### src/shared/ccd_pkg.sv
/*
 * Constants and types for the configuration command decoder.
 * Assumes one 40 MHz clock and a byte stream already framed by the host link.
 */
// Function
// - Command 0x2A selects open-collector interrupt drive; this is the power-up default.
// - Interrupt line is active whenever keypad data waits to be read.
// - Command 0x22 selects push-pull interrupt drive, I2C mode only; the decoder has no mode input and accepts it in every case.
// - Remembered 0x91 loads the I2C base address; default 0x50.
// - Remembered 0xE0 plus value byte reconfigures keypad, aux output, general pins.
// - Value 0x00 4x4, 0x01 4x3+aux, 0x03 +pin A, 0x07 +pin B, 0x0F all.
// - Default is 4x3 keypad, aux output on, general and analog pins off.
// - Remembered commands commit to non-volatile store, busy about 6 ms.
// - Remembered 0xE3 plus value sets pin A mode from the five defined codes.
// - Analog modes 0x02 and 0x06 give no analog function.
// - Pin A usable only with eight keys or fewer.
// - Remembered 0xE4 plus value sets pin B mode; default digital input.
// - Pin B usable only with four keys or fewer.
package ccd_pkg;
    localparam logic [7:0] CMD_REMEMBER = 8'h8D;
    localparam logic [7:0] CMD_INT_OC = 8'h2A;
    localparam logic [7:0] CMD_INT_PP = 8'h22;
    localparam logic [7:0] CMD_BASE_ADDR = 8'h91;
    localparam logic [7:0] CMD_KEYPAD_IO = 8'hE0;
    localparam logic [7:0] CMD_PIN_A = 8'hE3;
    localparam logic [7:0] CMD_PIN_B = 8'hE4;
    localparam logic [7:0] KIO_4X4 = 8'h00;
    localparam logic [7:0] KIO_4X3 = 8'h01;
    localparam logic [7:0] KIO_4X2 = 8'h03;
    localparam logic [7:0] KIO_4X1 = 8'h07;
    localparam logic [7:0] KIO_NONE = 8'h0F;
    localparam logic [7:0] MODE_DIN = 8'h00;
    localparam logic [7:0] MODE_DOUT = 8'h01;
    localparam logic [7:0] MODE_AIN = 8'h02;
    localparam logic [7:0] MODE_DIN_PU = 8'h04;
    localparam logic [7:0] MODE_AIN_PU = 8'h06;
    localparam logic [7:0] RST_BASE_ADDR = 8'h50;
    localparam logic [7:0] RST_KEYPAD_IO = KIO_4X3;
    localparam logic RST_INT_OC = 1'b1;
    localparam int CLK_HZ = 40_000_000;
    localparam int NV_WRITE_US = 6000;
    localparam int NV_WRITE_CYC = (CLK_HZ / 1_000_000) * NV_WRITE_US;
    localparam int NV_CNT_W = 18;

    typedef enum logic [2:0] {
        CCD_KEY_4X4,
        CCD_KEY_4X3,
        CCD_KEY_4X2,
        CCD_KEY_4X1,
        CCD_KEY_NONE
    } ccd_keypad_t;
endpackage

### src/shared/ccd_nv_if.sv
/*
 * Handshake between the decoder and its non-volatile write timer.
 * Assumes both ends share clk_sys.
 */
`timescale 1ns/100ps
interface ccd_nv_if;
    logic start;
    logic busy;
    modport ctrl (output start, input busy);
    modport timer (input start, output busy);
endinterface

### src/ccd_decoder.sv
/*
 * Configuration command decoder: takes command bytes, keeps the interrupt
 * drive type, bus base address, keypad/IO split and general pin modes.
 * Assumes bytes arrive as single-cycle strobes, already deframed, and that
 * the keypad block reports pending data as a level.
 */
`timescale 1ns/100ps
module ccd_decoder #(
    parameter int WRITE_CYC = ccd_pkg::NV_WRITE_CYC
) (
    input wire logic clk_sys,
    input wire logic rst_n,
    input wire logic byte_valid,
    input wire logic [7:0] byte_data,
    input wire logic key_pending,
    output logic nv_busy,
    output logic nv_commit,
    output logic int_open_drain,
    output logic int_o,
    output logic int_oe,
    output logic [7:0] base_addr,
    output logic [7:0] keypad_io,
    output ccd_pkg::ccd_keypad_t keypad_size,
    output logic aux_drain_output_en,
    output logic general_pin_a_en,
    output logic general_pin_b_en,
    output logic general_pin_c_en,
    output logic [7:0] general_pin_a_mode,
    output logic [7:0] general_pin_b_mode,
    output logic general_pin_a_pullup,
    output logic general_pin_b_pullup,
    output logic general_pin_a_dir_out,
    output logic general_pin_b_dir_out,
    output logic analog_channel_a_en,
    output logic analog_channel_b_en
);
    import ccd_pkg::*;

    typedef enum logic [1:0] {
        CCD_IDLE,
        CCD_PARAM
    } ccd_state_t;

    ccd_nv_if nv ();

    ccd_state_t state_r, state_nxt;
    logic [7:0] cmd_r, cmd_nxt;
    logic armed_r, armed_nxt;
    logic keep_r, keep_nxt;
    logic oc_r, oc_nxt;
    logic [7:0] addr_r, addr_nxt;
    logic [7:0] kio_r, kio_nxt;
    logic [7:0] mode_a_r, mode_a_nxt;
    logic [7:0] mode_b_r, mode_b_nxt;
    logic commit_r, commit_nxt;
    logic kio_legal;
    logic mode_legal;
    logic a_en, b_en;

    ccd_nv_timer #(
        .WRITE_CYC(WRITE_CYC)
    ) u_timer (
        .clk_sys(clk_sys),
        .rst_n(rst_n),
        .nv(nv.timer)
    );

    ccd_kio_decode u_kio (
        .kio(kio_r),
        .keypad(keypad_size),
        .aux_en(aux_drain_output_en),
        .pin_a_en(a_en),
        .pin_b_en(b_en),
        .pin_c_en(general_pin_c_en)
    );

    // Legal parameter values; others are dropped rather than guessed at
    assign kio_legal = (byte_data == KIO_4X4) || (byte_data == KIO_4X3) ||
                       (byte_data == KIO_4X2) || (byte_data == KIO_4X1) ||
                       (byte_data == KIO_NONE);
    assign mode_legal = (byte_data == MODE_DIN) || (byte_data == MODE_DOUT) ||
                        (byte_data == MODE_AIN) || (byte_data == MODE_DIN_PU) ||
                        (byte_data == MODE_AIN_PU);

    // Byte interpreter: opcode, optional value byte, remember arming
    always_comb begin
        state_nxt = state_r;
        cmd_nxt = cmd_r;
        armed_nxt = armed_r;
        keep_nxt = keep_r;
        oc_nxt = oc_r;
        addr_nxt = addr_r;
        kio_nxt = kio_r;
        mode_a_nxt = mode_a_r;
        mode_b_nxt = mode_b_r;
        commit_nxt = 1'b0;
        if (byte_valid) begin
            case (state_r)
                CCD_IDLE: begin
                    armed_nxt = 1'b0;
                    case (byte_data)
                        CMD_REMEMBER: armed_nxt = 1'b1;
                        CMD_INT_OC: begin
                            oc_nxt = 1'b1;
                            // A busy store would drop the start, so no commit then
                            commit_nxt = armed_r && !nv.busy;
                        end
                        CMD_INT_PP: begin
                            oc_nxt = 1'b0;
                            commit_nxt = armed_r && !nv.busy;
                        end
                        CMD_BASE_ADDR, CMD_KEYPAD_IO, CMD_PIN_A, CMD_PIN_B: begin
                            // Remember flag travels with the opcode to its value
                            cmd_nxt = byte_data;
                            keep_nxt = armed_r;
                            state_nxt = CCD_PARAM;
                        end
                        default: armed_nxt = 1'b0;
                    endcase
                end
                CCD_PARAM: begin
                    state_nxt = CCD_IDLE;
                    if (keep_r && !nv.busy) begin
                        case (cmd_r)
                            CMD_BASE_ADDR: begin
                                addr_nxt = byte_data;
                                commit_nxt = 1'b1;
                            end
                            CMD_KEYPAD_IO: begin
                                if (kio_legal) begin
                                    kio_nxt = byte_data;
                                    commit_nxt = 1'b1;
                                end
                            end
                            CMD_PIN_A: begin
                                if (a_en && mode_legal) begin
                                    mode_a_nxt = byte_data;
                                    commit_nxt = 1'b1;
                                end
                            end
                            CMD_PIN_B: begin
                                if (b_en && mode_legal) begin
                                    mode_b_nxt = byte_data;
                                    commit_nxt = 1'b1;
                                end
                            end
                            default: commit_nxt = 1'b0;
                        endcase
                    end
                    keep_nxt = 1'b0;
                end
                default: state_nxt = CCD_IDLE;
            endcase
        end
    end

    // Settings come up at factory defaults
    always_ff @(posedge clk_sys or negedge rst_n) begin
        if (!rst_n) begin
            state_r <= CCD_IDLE;
            cmd_r <= 8'h00;
            armed_r <= 1'b0;
            keep_r <= 1'b0;
            oc_r <= RST_INT_OC;
            addr_r <= RST_BASE_ADDR;
            kio_r <= RST_KEYPAD_IO;
            mode_a_r <= MODE_DIN;
            mode_b_r <= MODE_DIN;
            commit_r <= 1'b0;
        end else begin
            state_r <= state_nxt;
            cmd_r <= cmd_nxt;
            armed_r <= armed_nxt;
            keep_r <= keep_nxt;
            oc_r <= oc_nxt;
            addr_r <= addr_nxt;
            kio_r <= kio_nxt;
            mode_a_r <= mode_a_nxt;
            mode_b_r <= mode_b_nxt;
            commit_r <= commit_nxt;
        end
    end

    assign nv.start = commit_r;
    assign nv_commit = commit_r;
    assign nv_busy = nv.busy;

    // Interrupt pin: open drain only pulls low; push-pull drives both levels
    assign int_o = !key_pending;
    assign int_oe = oc_r ? key_pending : 1'b1;
    assign int_open_drain = oc_r;

    assign base_addr = addr_r;
    assign keypad_io = kio_r;
    assign general_pin_a_en = a_en;
    assign general_pin_b_en = b_en;
    assign general_pin_a_mode = mode_a_r;
    assign general_pin_b_mode = mode_b_r;
    // Pin modes only act while the pin is granted by the keypad split
    assign general_pin_a_pullup = a_en && mode_a_r[2];
    assign general_pin_b_pullup = b_en && mode_b_r[2];
    assign general_pin_a_dir_out = a_en && (mode_a_r == MODE_DOUT);
    assign general_pin_b_dir_out = b_en && (mode_b_r == MODE_DOUT);
    // No analog path exists; analog codes leave the pin an input, with pull-up for 0x06
    assign analog_channel_a_en = 1'b0;
    assign analog_channel_b_en = 1'b0;
endmodule

### src/ccd_nv_timer.sv
/*
 * Busy timer that models the commit time of a remembered setting.
 * Assumes start is a one-cycle pulse; starts while busy are ignored.
 */
`timescale 1ns/100ps
module ccd_nv_timer #(
    parameter int WRITE_CYC = ccd_pkg::NV_WRITE_CYC
) (
    input wire logic clk_sys,
    input wire logic rst_n,
    ccd_nv_if.timer nv
);
    import ccd_pkg::*;

    logic [NV_CNT_W-1:0] cnt_r;
    logic [NV_CNT_W-1:0] cnt_nxt;

    // Load on start, count down to zero
    always_comb begin
        cnt_nxt = cnt_r;
        if (cnt_r != '0) begin
            cnt_nxt = cnt_r - 1'b1;
        end else if (nv.start) begin
            cnt_nxt = NV_CNT_W'(WRITE_CYC);
        end
    end

    always_ff @(posedge clk_sys or negedge rst_n) begin
        if (!rst_n) begin
            cnt_r <= '0;
        end else begin
            cnt_r <= cnt_nxt;
        end
    end

    assign nv.busy = (cnt_r != '0);
endmodule

### src/ccd_kio_decode.sv
/*
 * Splits the keypad/IO value into keypad size and pin enables.
 * Assumes the value was checked as one of the five legal codes.
 */
`timescale 1ns/100ps
module ccd_kio_decode (
    input wire logic [7:0] kio,
    output ccd_pkg::ccd_keypad_t keypad,
    output logic aux_en,
    output logic pin_a_en,
    output logic pin_b_en,
    output logic pin_c_en
);
    import ccd_pkg::*;

    // Shared port pins: fewer keypad columns free more pins
    always_comb begin
        keypad = CCD_KEY_4X3;
        aux_en = 1'b1;
        pin_a_en = 1'b0;
        pin_b_en = 1'b0;
        pin_c_en = 1'b0;
        case (kio)
            KIO_4X4: begin
                keypad = CCD_KEY_4X4;
                aux_en = 1'b0;
            end
            KIO_4X3: keypad = CCD_KEY_4X3;
            KIO_4X2: begin
                keypad = CCD_KEY_4X2;
                pin_a_en = 1'b1;
            end
            KIO_4X1: begin
                keypad = CCD_KEY_4X1;
                pin_a_en = 1'b1;
                pin_b_en = 1'b1;
            end
            KIO_NONE: begin
                keypad = CCD_KEY_NONE;
                pin_a_en = 1'b1;
                pin_b_en = 1'b1;
                pin_c_en = 1'b1;
            end
            default: keypad = CCD_KEY_4X3;
        endcase
    end
endmodule

### config.mk
export PLATFORM = sky130hd
export DESIGN_NAME = ccd_decoder
export DESIGN_NICKNAME = d
export VERILOG_FILES = /design/src/shared/ccd_pkg.sv /design/src/shared/ccd_nv_if.sv /design/src/ccd_decoder.sv /design/src/ccd_nv_timer.sv /design/src/ccd_kio_decode.sv
export SDC_FILE = /design/constraint.sdc
export NUM_CORES = 1
export LEC_CHECK = 0
export BUFFER_PORTS_ARGS = -buffer_cell sky130_fd_sc_hd__buf_4
export CELL_PAD_IN_SITES_DETAIL_PLACEMENT = 1
export CELL_PAD_IN_SITES_GLOBAL_PLACEMENT = 1
export CORE_AREA = 3 3 65 112
export CTS_CLUSTER_DIAMETER = 150
export DETAILED_ROUTE_END_ITERATION = 12
export DIE_AREA = 0 0 68 115
export PLACE_DENSITY_LB_ADDON = 0.25
export SLEW_MARGIN = 30
export SYNTH_ARGS = -nofsm -noshare
export SYNTH_HDL_FRONTEND = slang
export SYNTH_SLANG_ARGS = --single-unit
### constraint.sdc
create_clock -name clk_sys -period 5.8 [get_ports clk_sys]
set_clock_uncertainty 0.1 [all_clocks]
set_input_delay 0.29 -clock clk_sys [delete_from_list [all_inputs] [get_ports clk_sys]]
set_output_delay 0.29 -clock clk_sys [all_outputs]
set_load 0.01 [all_outputs]
* Word-level counts from Yosys, hierarchy flattened
Cells that the tools add are included.
** Storage, ports and cells
- ROM bits :: 0
- Register bits :: 64
- Bits in latches :: 0
- RAM bits :: 0
- Memories kept :: 0
- Output and inout bits :: 50
- Input port bits :: 12
** Operators by class
- Order comparisons :: 0
- Div/mod/pow operators :: 0
- Mux-type cells :: 22
- Bitwise logic cells :: 0
- Add/sub/neg operators :: 1
- $mul :: 0
- Shift operators :: 0
- Reductions and logical operators :: 37
- Equality and inequality tests :: 25
** Operator list (number)
- 8-bit == test (second input constant) :: 9
- 18-bit 2-to-1 mux :: 2
- 8-bit by 3-bit == test with 1-bit output (second input constant) :: 4
- 8-bit by 1-bit == test with 1-bit output (second input constant) :: 3
- 8-bit by 2-bit == test with 1-bit output (second input constant) :: 3
- 18-bit nonzero test :: 1
- 18-bit by 1-bit subtractor with 18-bit output (second input constant) :: 1
- 8-bit by 4-bit == test with 1-bit output (second input constant) :: 2
- 8-bit by 6-bit == test with 1-bit output (second input constant) :: 2
- 8-bit logical NOT :: 2
- 5-bit AND reduction :: 3
- 1-bit 2-to-1 mux :: 13
- 3-bit one-hot mux with 4 select lines :: 1
- 3-bit AND reduction :: 3
- 1-bit logical AND :: 8
- 1-bit logical OR :: 7
- 1-bit one-hot mux with 2 select lines :: 3
- 2-bit nonzero test :: 3
- 2-bit 2-to-1 mux :: 2
- 1-bit one-hot mux with 4 select lines :: 1
- 2-bit AND reduction :: 2
- 4-bit AND reduction :: 1
- 2-bit OR reduction :: 2
- 4-bit OR reduction :: 1
- other kinds (5) :: 6

* Logic depth before layout (Yosys ltp)
Gate-level depths: netlist of run 1.
- Word-level depth :: 11
- Mapped depth :: 7
- Depth with buffers taken out :: 7

* Modules after synthesis
A second synthesis of run 1 with hierarchy kept.
** Second synthesis, totals
- Cells, all modules :: 268
- Area total of the unflattened synthesis :: 3131.8 um^2
** Modules (own cells, without submodules)
- ccd_decoder :: area each 1978.1 um^2, cells an instance 154, times used 1
- ccd_nv_timer :: area each 1071.0 um^2, cells an instance 99, times used 1
- ccd_kio_decode :: area each 82.6 um^2, cells an instance 15, times used 1

* Worst setup path after synthesis of run 1
Ideal clock, no wire load.
- Path type :: reg-to-reg
- Start :: register kio_r[5] (netlist: keypad_io[5])
- End :: register mode_a_r[0] (netlist: general_pin_a_mode[0])
- Setup slack :: 3554 ps
- Cell stages (with the launch flop) :: 6
- Arrival :: 2021 ps
- Required time :: 5575 ps
- Setup time :: 125 ps
- Path through :: dfrtp_1 > nor4_4 > nand3_2 > a2111o_1 > nor4_4 > mux2_2
** Between the ends
- Longest elaborated chain between the ends :: 5
- Elaborated cells between the ends (all ways) :: 7
- Classes of those cells :: 3 x eq/ne; 1 x mux; 3 x reduce/logical
** Ends and longest elaborated chain
- from (decl) :: line ccd_decoder.sv:52 : logic [7:0] kio_r, kio_nxt;
- from (signal assigned) :: line ccd_decoder.sv:177 : kio_r <= kio_nxt;
- 8-bit by 2-bit == test with 1-bit output, or another cell as far along :: line ccd_kio_decode.sv:23 : case (kio)
- 3-bit OR reduction (no source line) *
- 1-bit 2-to-1 mux * :: line ccd_kio_decode.sv:23
- 1-bit logical AND * :: line ccd_decoder.sv:136 : if (a_en && mode_legal) begin
- 5-bit AND reduction (no source line) *
- to (signal assigned) :: line ccd_decoder.sv:178 : mode_a_r <= mode_a_nxt;
- to (decl) :: line ccd_decoder.sv:53 : logic [7:0] mode_a_r, mode_a_nxt;
Every way passes the cells marked *; elsewhere a longest branch is shown, timed or not.
A chain may end at the register's enable or synchronous reset.

* Worst setup path after layout of run 1
- Start :: register u_timer.cnt_r[11]
- End :: output port nv_busy
** Between the ends
- Longest elaborated chain between the ends :: 1
** Ends and longest elaborated chain
- from (decl) :: line ccd_nv_timer.sv:15 : logic [NV_CNT_W-1:0] cnt_r;
- from (signal assigned) :: line ccd_nv_timer.sv:32 : cnt_r <= cnt_nxt;
- 18-bit nonzero test :: line ccd_nv_timer.sv:36 : assign nv.busy = (cnt_r != '0);
- to (decl) :: line ccd_decoder.sv:16 : output logic nv_busy,
No other way between the ends.

==> summary.md, run 1 <==
| Metric | Value |
|---|---|
| CP Capture Type | `primary output` |
| First-pass GRT wire length | `11.6 mm` |
| Multiplexer share of the synthesized area | `0.0988` |
| Initial DRC count | `79` |
| Status | `finished, final reports clean` |
| Area after DPL | `3450 sq um` |
| Die Y | `115 um` |
| Register area share after synthesis | `0.538` |
| TritonCTS clock tree | `done` |
| Post-synth EDFFs | `0` |
| Drt drc | `0` |
| Clock Latency Late Sink | `0.33 ns` |
| Final TNS setup | `0 ns` |
| Vias in the first global route | `2,373` |
| DRT antenna net count | `0` |
| Io pins | `62` |
| CP cell instances | `nor4_1 -> nand2_1 -> nor2_1 -> inv_2 -> buf_4` |
| Nets | `332` |
| Main synth FF type | `dfrtp_1` |
| CTS root buffer | `clkbuf_16` |
| Die width | `68 um` |
| Bufs on Longest Clock Path | `2` |
| Port bufs | `59` |
| Critical Path AT | `2.39 ns` |
| Post-Synth Simple-Gate Area | `0.251` |
| Core ar. | `6540 sq um` |
| Pleak | `1.83 nW` |
| CTS sink cnt | `63` |
| Routability cong. | `0.771` |
| Syn Std Cell Area | `2940 sq um` |
| Post-synthesis compound-gate area fraction | `0.0503` |
| Yosys warns | `0` |
| RSZ-0062 raised after global routing | `false` |
| Post-CTS sizing | `0` |
| Worst slew margin | `0.480` |
| Total GRT Usage | `0.201` |
| Routed WL | `7.00 mm` |
| Starting Density | `0.449` |
| WS Path Type | `register to primary output` |
| Area grow syn2layout | `28.0%` |
| Pwr Total | `0.00133 W` |
| Fin crit period | `2.78 ns` |
| Area share of the largest cell type after synthesis | `0.503` |
| WL per Instance | `17.3 um` |
| Largest family of logic cells by synthesized area | `simple AND/OR/NAND/NOR gates` |
| Final worst-path cycle share | `0.480` |
| F_max | `0.359 GHz` |
| Clock slew at reported path FFs | `0.05 ns` |
| Antenna cells | `0` |
| DR vias/cell | `5.46` |
| CP Buf/Inv Count | `2` |
| Syn Inst Count | `254` |
| Post-Synth Adder-Cell Area | `0.00426` |
| Synth Area in XOR/XNOR | `0.0328` |
| Synth area leader | `dfrtp_1` |
| Via count | `2,217` |
| Cell family with most CP delay | `simple AND/OR/NAND/NOR gates` |
| Post-synth cell types | `44` |
| Post-synth ARST share | `1.00` |
| Initial antenna violation count | `0` |
| Non-Filler Instances | `406` |
| Critical path launch point type | `register` |
| Crit-path max FO | `10` |
| Pwr dens | `353 nW/um^2` |
| Crit path required time | `5.41 ns` |
| Die area | `7820 sq um` |
| Synth area leaders | `dfrtp_1 50%, mux2_2 9.2%, dfstp_2 3.6%, nor4_4 2.9%, xnor2_1 2.4%` |
| H-tree depth | `3` |
| Total of max-cap violations | `0` |
| Post-synthesis register bit count | `63` |
| Worst-Margin Slew | `0.780 ns` |
| Hold WC Path Type | `input port to register` |
| Largest net degree at the start of global routing | `64` |
| Total congestion overflow | `0` |
| Final Hold Viols | `0` |
| Share of layout cells above drive strength 1 | `0.330` |
| CTS Buf Count | `9` |
| CP peak stage delay | `0.47 ns` |
| Final setup vio count | `0` |
| Design Area, Final | `3760 sq um` |
| Fillers | `712` |
| Placed Cells incl. Taps | `389` |
| Final Slew Violations | `0` |
| Maximum vdd drop | `236 uV` |
| Core Rows | `39` |
| TritonRoute pass-1 iters | `4` |
| HPWL after detailed placement | `5.23 mm` |
| Synth Area per Inst | `11.6 sq um` |
| Slowest-stage cell, CP | `nor4_1` |
## Yosys cell counts (3+ instances only)
library cell	count
and2b_1	5
and2_1	11
inv_1	8
nor4b_1	4
xor2_1	3
nor2b_1	8
nor4_4	4
xnor2_1	8
nand4b_1	4
nor4bb_1	3
and3_1	7
nor2_1	16
mux2_2	24
dfrtp_1	59
nor3_1	3
or3_1	4
nand2_1	16
clkbuf_1	4
o21ai_0	7
nor4_1	10
a21oi_1	5
o31ai_1	4
nand3_1	6
dfstp_2	4
## routing by layer
metal  track usage  vias up  routed length [um]
met2         0.368       48                3930
met3        0.0411       14                 264
met4        0.0916        0                 159
li1              -     1038                   -
met1         0.210     1117                2650
met5             0        -                   0
## power breakdown
group / leakage, nW / total, W / switching, W / internal, W
combinational: 0.860 / 0.000199 / 0.000103 / 0.0000966
sequential: 0.822 / 0.000593 / 0.0000828 / 0.000510
clock: 0.144 / 0.000534 / 0.000178 / 0.000356
## kinds of logic after synthesis
group | count (synthesis)
AOI/OAI and AO/OA | 23
xor gates and xnor gates | 11
adders and majority gates | 1
buffers and inverters | 16
DFF | 63
muxes | 26
other | 1
and+or+nand+nor | 113
## cells in the final DEF, fill, tap and decap left out, types with 3 or more instances in the layout
master	instances
o21ai_0	7
nor2_1	16
xor2_1	3
nand3_1	6
and3_1	7
o31ai_1	4
nor3_1	3
dfstp_2	4
nor4b_1	4
a21oi_1	5
and2_1	11
and2b_1	5
inv_1	8
dfrtp_1	59
clkbuf_16	9
nand2_1	16
mux2_2	24
clkbuf_1	4
nor4_4	4
nand4b_1	4
buf_4	59
or3_1	4
nor4_1	10
nor4bb_1	3
nor2b_1	8
xnor2_1	8
## worst reg2reg max path, cell delays in order (launching register included)
cell and delay (ns):
dfrtp_1 0.43, nor4_1 0.47, nand2_1 0.30, nor3_1 0.28, and3_1 0.40, mux2_2 0.38
## registers in the layout, indices dropped and copies added (netlist names)
signal,flops
state_r,1
u_timer.cnt_r,18
general_pin_b_mode,8
nv_commit,1
cmd_r,8
keep_r,1
keypad_io,8
general_pin_a_mode,8
base_addr,8
int_open_drain,1
armed_r,1
## metrics by stage
step / hold slack, ns / utilization / setup WS [ns]
after floorplan: -0.106 / - / 3.55
after global placement: 0.314 / 0.528 / 3.35
after detailed placement: 0.326 / 0.528 / 3.33
after CTS: 0.0618 / 0.575 / 2.99
after global routing: 0.0762 / 0.575 / 2.76
final: 0.0683 / 0.575 / 3.02
## final cells by class
| cell class | instances | area [sq um] | area share |
|---|---|---|---|
| Multi-Input combinational cell | 176 | 1290 | 0.343 |
| Tap cell | 82 | 103 | 0.0273 |
| Inverter | 9 | 33.8 | 0.00899 |
| Sequential cell | 63 | 1580 | 0.421 |
| Clock inverter | 1 | 30.0 | 0.00799 |
| Clock buffer | 15 | 268 | 0.0712 |
| Timing Repair Buffer | 60 | 453 | 0.120 |
## path summary, 6_finish.rpt
| path | start | end | slack, ns | cells past startpoint |
|---|---|---|---|---|
| worst max-delay path | u_timer.cnt_r[11] | nv_busy | 3.02 | 5 |
| worst min-delay path | byte_valid | state_r[0] | 0.07 | 2 |
| min in group asynchronous | rst_n | cmd_r[7] | 0.49 | 2 |
| max in group asynchronous | rst_n | u_timer.cnt_r[11] | 4.60 | 2 |
| worst min register to register | cmd_r[7] | cmd_r[7] | 0.39 | 1 |
| worst max register to register | u_timer.cnt_r[11] | keypad_io[1] | 3.32 | 5 |
## what timing repair did
item	4_1_cts	5_1_grt
hold endpoints to repair	59	0
hold buffers	1	0
setup buffers	0	0
(Power assumes the default switching activity.)
==> run 2, diff against run 1 <==
Settings changed: ABC_AREA set to 1, CORE_AREA 3 3 65 112 to 3 3 72 125, DIE_AREA 0 0 68 115 to 0 0 75 128.
Clock period 5.8 ns to 2.6 ns, I/O delays scaled along.
==> run 2 against run 1 <==
Compared with the run above:
- count of clock-buffer cells in the layout decreased by 3
- via count up 33%
- sequential power rose by 120%
- worst setup slack got worse by 2.5 ns
- die area up 23%
- sequential cell count did not move
- highest routed layer unchanged
- power increased by 150%
- utilization fell by 5.9 points
- combinational power grew to 3.8 times the previous value
==> summary.md, run 2 <==
| Metric | Value |
|---|---|
| Status | `finished, final reports clean` |
| CTS root buffer | `clkbuf_16` |
| Leading cell types in the layout, fill and taps excluded | `117 x nand2_1, 79 x nor2_1, 60 x inv_1, 60 x buf_4, 59 x dfrtp_1` |
| Pwr Total | `0.00327 W` |
| CP Capture Type | `primary output` |
| Synth Area per Inst | `7.63 sq um` |
| Fillers | `1,016` |
| Fin util | `0.516` |
| Most common cell after layout, fill and taps aside | `nand2_1` |
| Syn Inst Count | `423` |
| Drt drc | `0` |
| Final setup vio count | `0` |
| TritonRoute pass-1 iters | `4` |
| Critical path launch point type | `register` |
| Clock slew at reported path FFs | `0.05 ns` |
| RSZ-0062 raised after global routing | `false` |
| Total of max-cap violations | `0` |
| First-pass GRT wire length | `15.0 mm` |
| Via count | `2,956` |
| Port bufs | `59` |
| Post-CTS sizing | `0` |
| Final Hold Viols | `0` |
| Total congestion overflow | `0` |
| Syn Std Cell Area | `3230 sq um` |
| Clock Latency Late Sink | `0.32 ns` |
| F_max | `0.488 GHz` |
| CTS sink cnt | `63` |
| Yosys warns | `0` |
| Post-synth EDFFs | `0` |
| Pwr dens | `792 nW/um^2` |
| Die area | `9600 sq um` |
| WS Path Type | `register to primary output` |
| Register area share after synthesis | `0.490` |
| Crit-path max FO | `5` |
| Crit path required time | `2.37 ns` |
| Post-synth ARST share | `1.00` |
| Hold_ws | `0.00750 ns` |
| Routed WL | `8.97 mm` |
| Largest register FFs | `18` |
| Core ar. | `8020 sq um` |
| Post-route setup slack | `0.551 ns` |
| Setup bufs post-CTS | `0` |
| Die Y | `128 um` |
| Bufs on Longest Clock Path | `2` |
| Synth area leaders | `dfrtp_1 46%, nand2_1 14%, nor2_1 9.2%, inv_1 7.0%, nand3_1 3.7%` |
| Synth area leader | `dfrtp_1` |
| Antenna cells | `0` |
| Main synth FF type | `dfrtp_1` |
| Post-synth cell types | `29` |
| Starting Density | `0.403` |
| Io pins | `62` |
| Nets | `509` |
| Total GRT Usage | `0.207` |
| Largest net degree at the start of global routing | `64` |
| Core Rows | `43` |
| DR vias/cell | `5.01` |
| WL per Instance | `15.2 um` |
| Setup WS pre-CTS | `0.637 ns` |
| Worst slew margin | `0.467` |
| Initial antenna violation count | `0` |
| Critical Path AT | `1.82 ns` |
| Maximum vdd drop | `405 uV` |
| Die width | `75 um` |
| Final worst-path cycle share | `0.788` |
| Pleak | `2.13 nW` |
| HPWL after detailed placement | `7.16 mm` |
| Hold WC Path Type | `input port to register` |
| Post-synthesis register bit count | `63` |
| TritonCTS clock tree | `done` |
| Area grow syn2layout | `28.1%` |
| Area share of the largest cell type after synthesis | `0.458` |
| Routability cong. | `0.866` |
| CTS Buf Count | `9` |
| Initial DRC count | `80` |
| Vias in the first global route | `3,231` |
| Worst-Margin Slew | `0.799 ns` |
| Most frequent cells after synthesis | `117 x nand2_1, 79 x nor2_1, 60 x inv_1` |
| Final Slew Violations | `0` |
| Final TNS setup | `0 ns` |
| Share of layout cells above drive strength 1 | `0.210` |
| Largest Register | `u_timer.cnt_r` |
| Fin crit period | `2.05 ns` |
| H-tree depth | `3` |
| Most frequent cell after synthesis | `nand2_1` |
| DRT antenna net count | `0` |
[run 2: cell count changes in the layout (fill, tap and decap cells not counted), moves of 6 or more]
cell,before,now
and2_1,11,0
mux2_2,24,0
nor2b_1,8,0
nor4_1,10,0
dlygate4sd3_1,1,8
inv_1,8,60
nor2_1,16,79
nand3_1,6,24
and3_1,7,0
nor2_2,0,7
nand4_1,2,8
nor2_4,0,6
nand2_1,16,117
[run 2: through the flow]
stage	area, sq um	cells
after floorplan	3230	424
after global placement	3750	567
after detailed placement	3750	567
after CTS	4130	590
after global routing	4130	590
final	4130	590
[run 2: path summary, 6_finish.rpt]
| kind | depth (start not counted) | startpoint | to | slack (ns) |
|---|---|---|---|---|
| worst max-delay path | 5 | keypad_io[0] | general_pin_b_dir_out | 0.55 |
| worst max register to register | 9 | u_timer.cnt_r[0] | u_timer.cnt_r[16] | 0.64 |
| worst min-delay path | 3 | byte_data[1] | base_addr[1] | 0.007 |
| min in group asynchronous | 2 | rst_n | general_pin_a_mode[5] | 0.33 |
| worst min register to register | 2 | base_addr[4] | base_addr[4] | 0.37 |
| max in group asynchronous | 2 | rst_n | cmd_r[6] | 1.53 |
[run 2: power breakdown]
part,internal (W),leakage [nW],switching [W]
clock,0.000786,0.145,0.000395
sequential,0.00114,0.755,0.000187
combinational,0.000273,1.23,0.000490
[run 2: logic make-up (layout without fill, tap and decap cells)]
logic type | Yosys count | in the layout | synth area share
fa+ha+maj | 1 | 1 | 0.00388
simple gates | 257 | 257 | 0.356
flops | 63 | 63 | 0.490
compound gates | 22 | 22 | 0.0392
buf+inv | 70 | 146 | 0.0857
other cells | 1 | 2 | 0.00116
xor+xnor | 9 | 9 | 0.0244
[run 2: final cells by class]
| cell class | count | area, sq um | share of cell area |
|---|---|---|---|
| flip-flops and latches | 63 | 1580 | 0.383 |
| inverters | 63 | 236 | 0.0572 |
| well taps | 90 | 113 | 0.0272 |
| repair buffers | 68 | 531 | 0.128 |
| clock buffers | 12 | 256 | 0.0621 |
| multi-input cells | 291 | 1370 | 0.332 |
| clock inverters | 3 | 42.5 | 0.0103 |
[run 2: what timing repair did]
action | 4_1_cts | 5_1_grt
hold buffers | 8 | 0
setup endpoints to repair | 0 | 0
endpoints found under the hold margin | 70 | 0
[run 2: metal layers]
metal,vias up,GRT usage,part of all wire
met5,-,0,0
met4,0,0.0922,0.028
met3,16,0.0392,0.022
met2,45,0.401,0.61
met1,1453,0.196,0.34
li1,1442,-,-
[run 2: critical path: stages (launching register included)]
cell     delay [ns]
dfstp_2        0.57
nand3_1        0.15
nor2_1         0.32
inv_1          0.12
nor3_1         0.17
buf_4          0.16
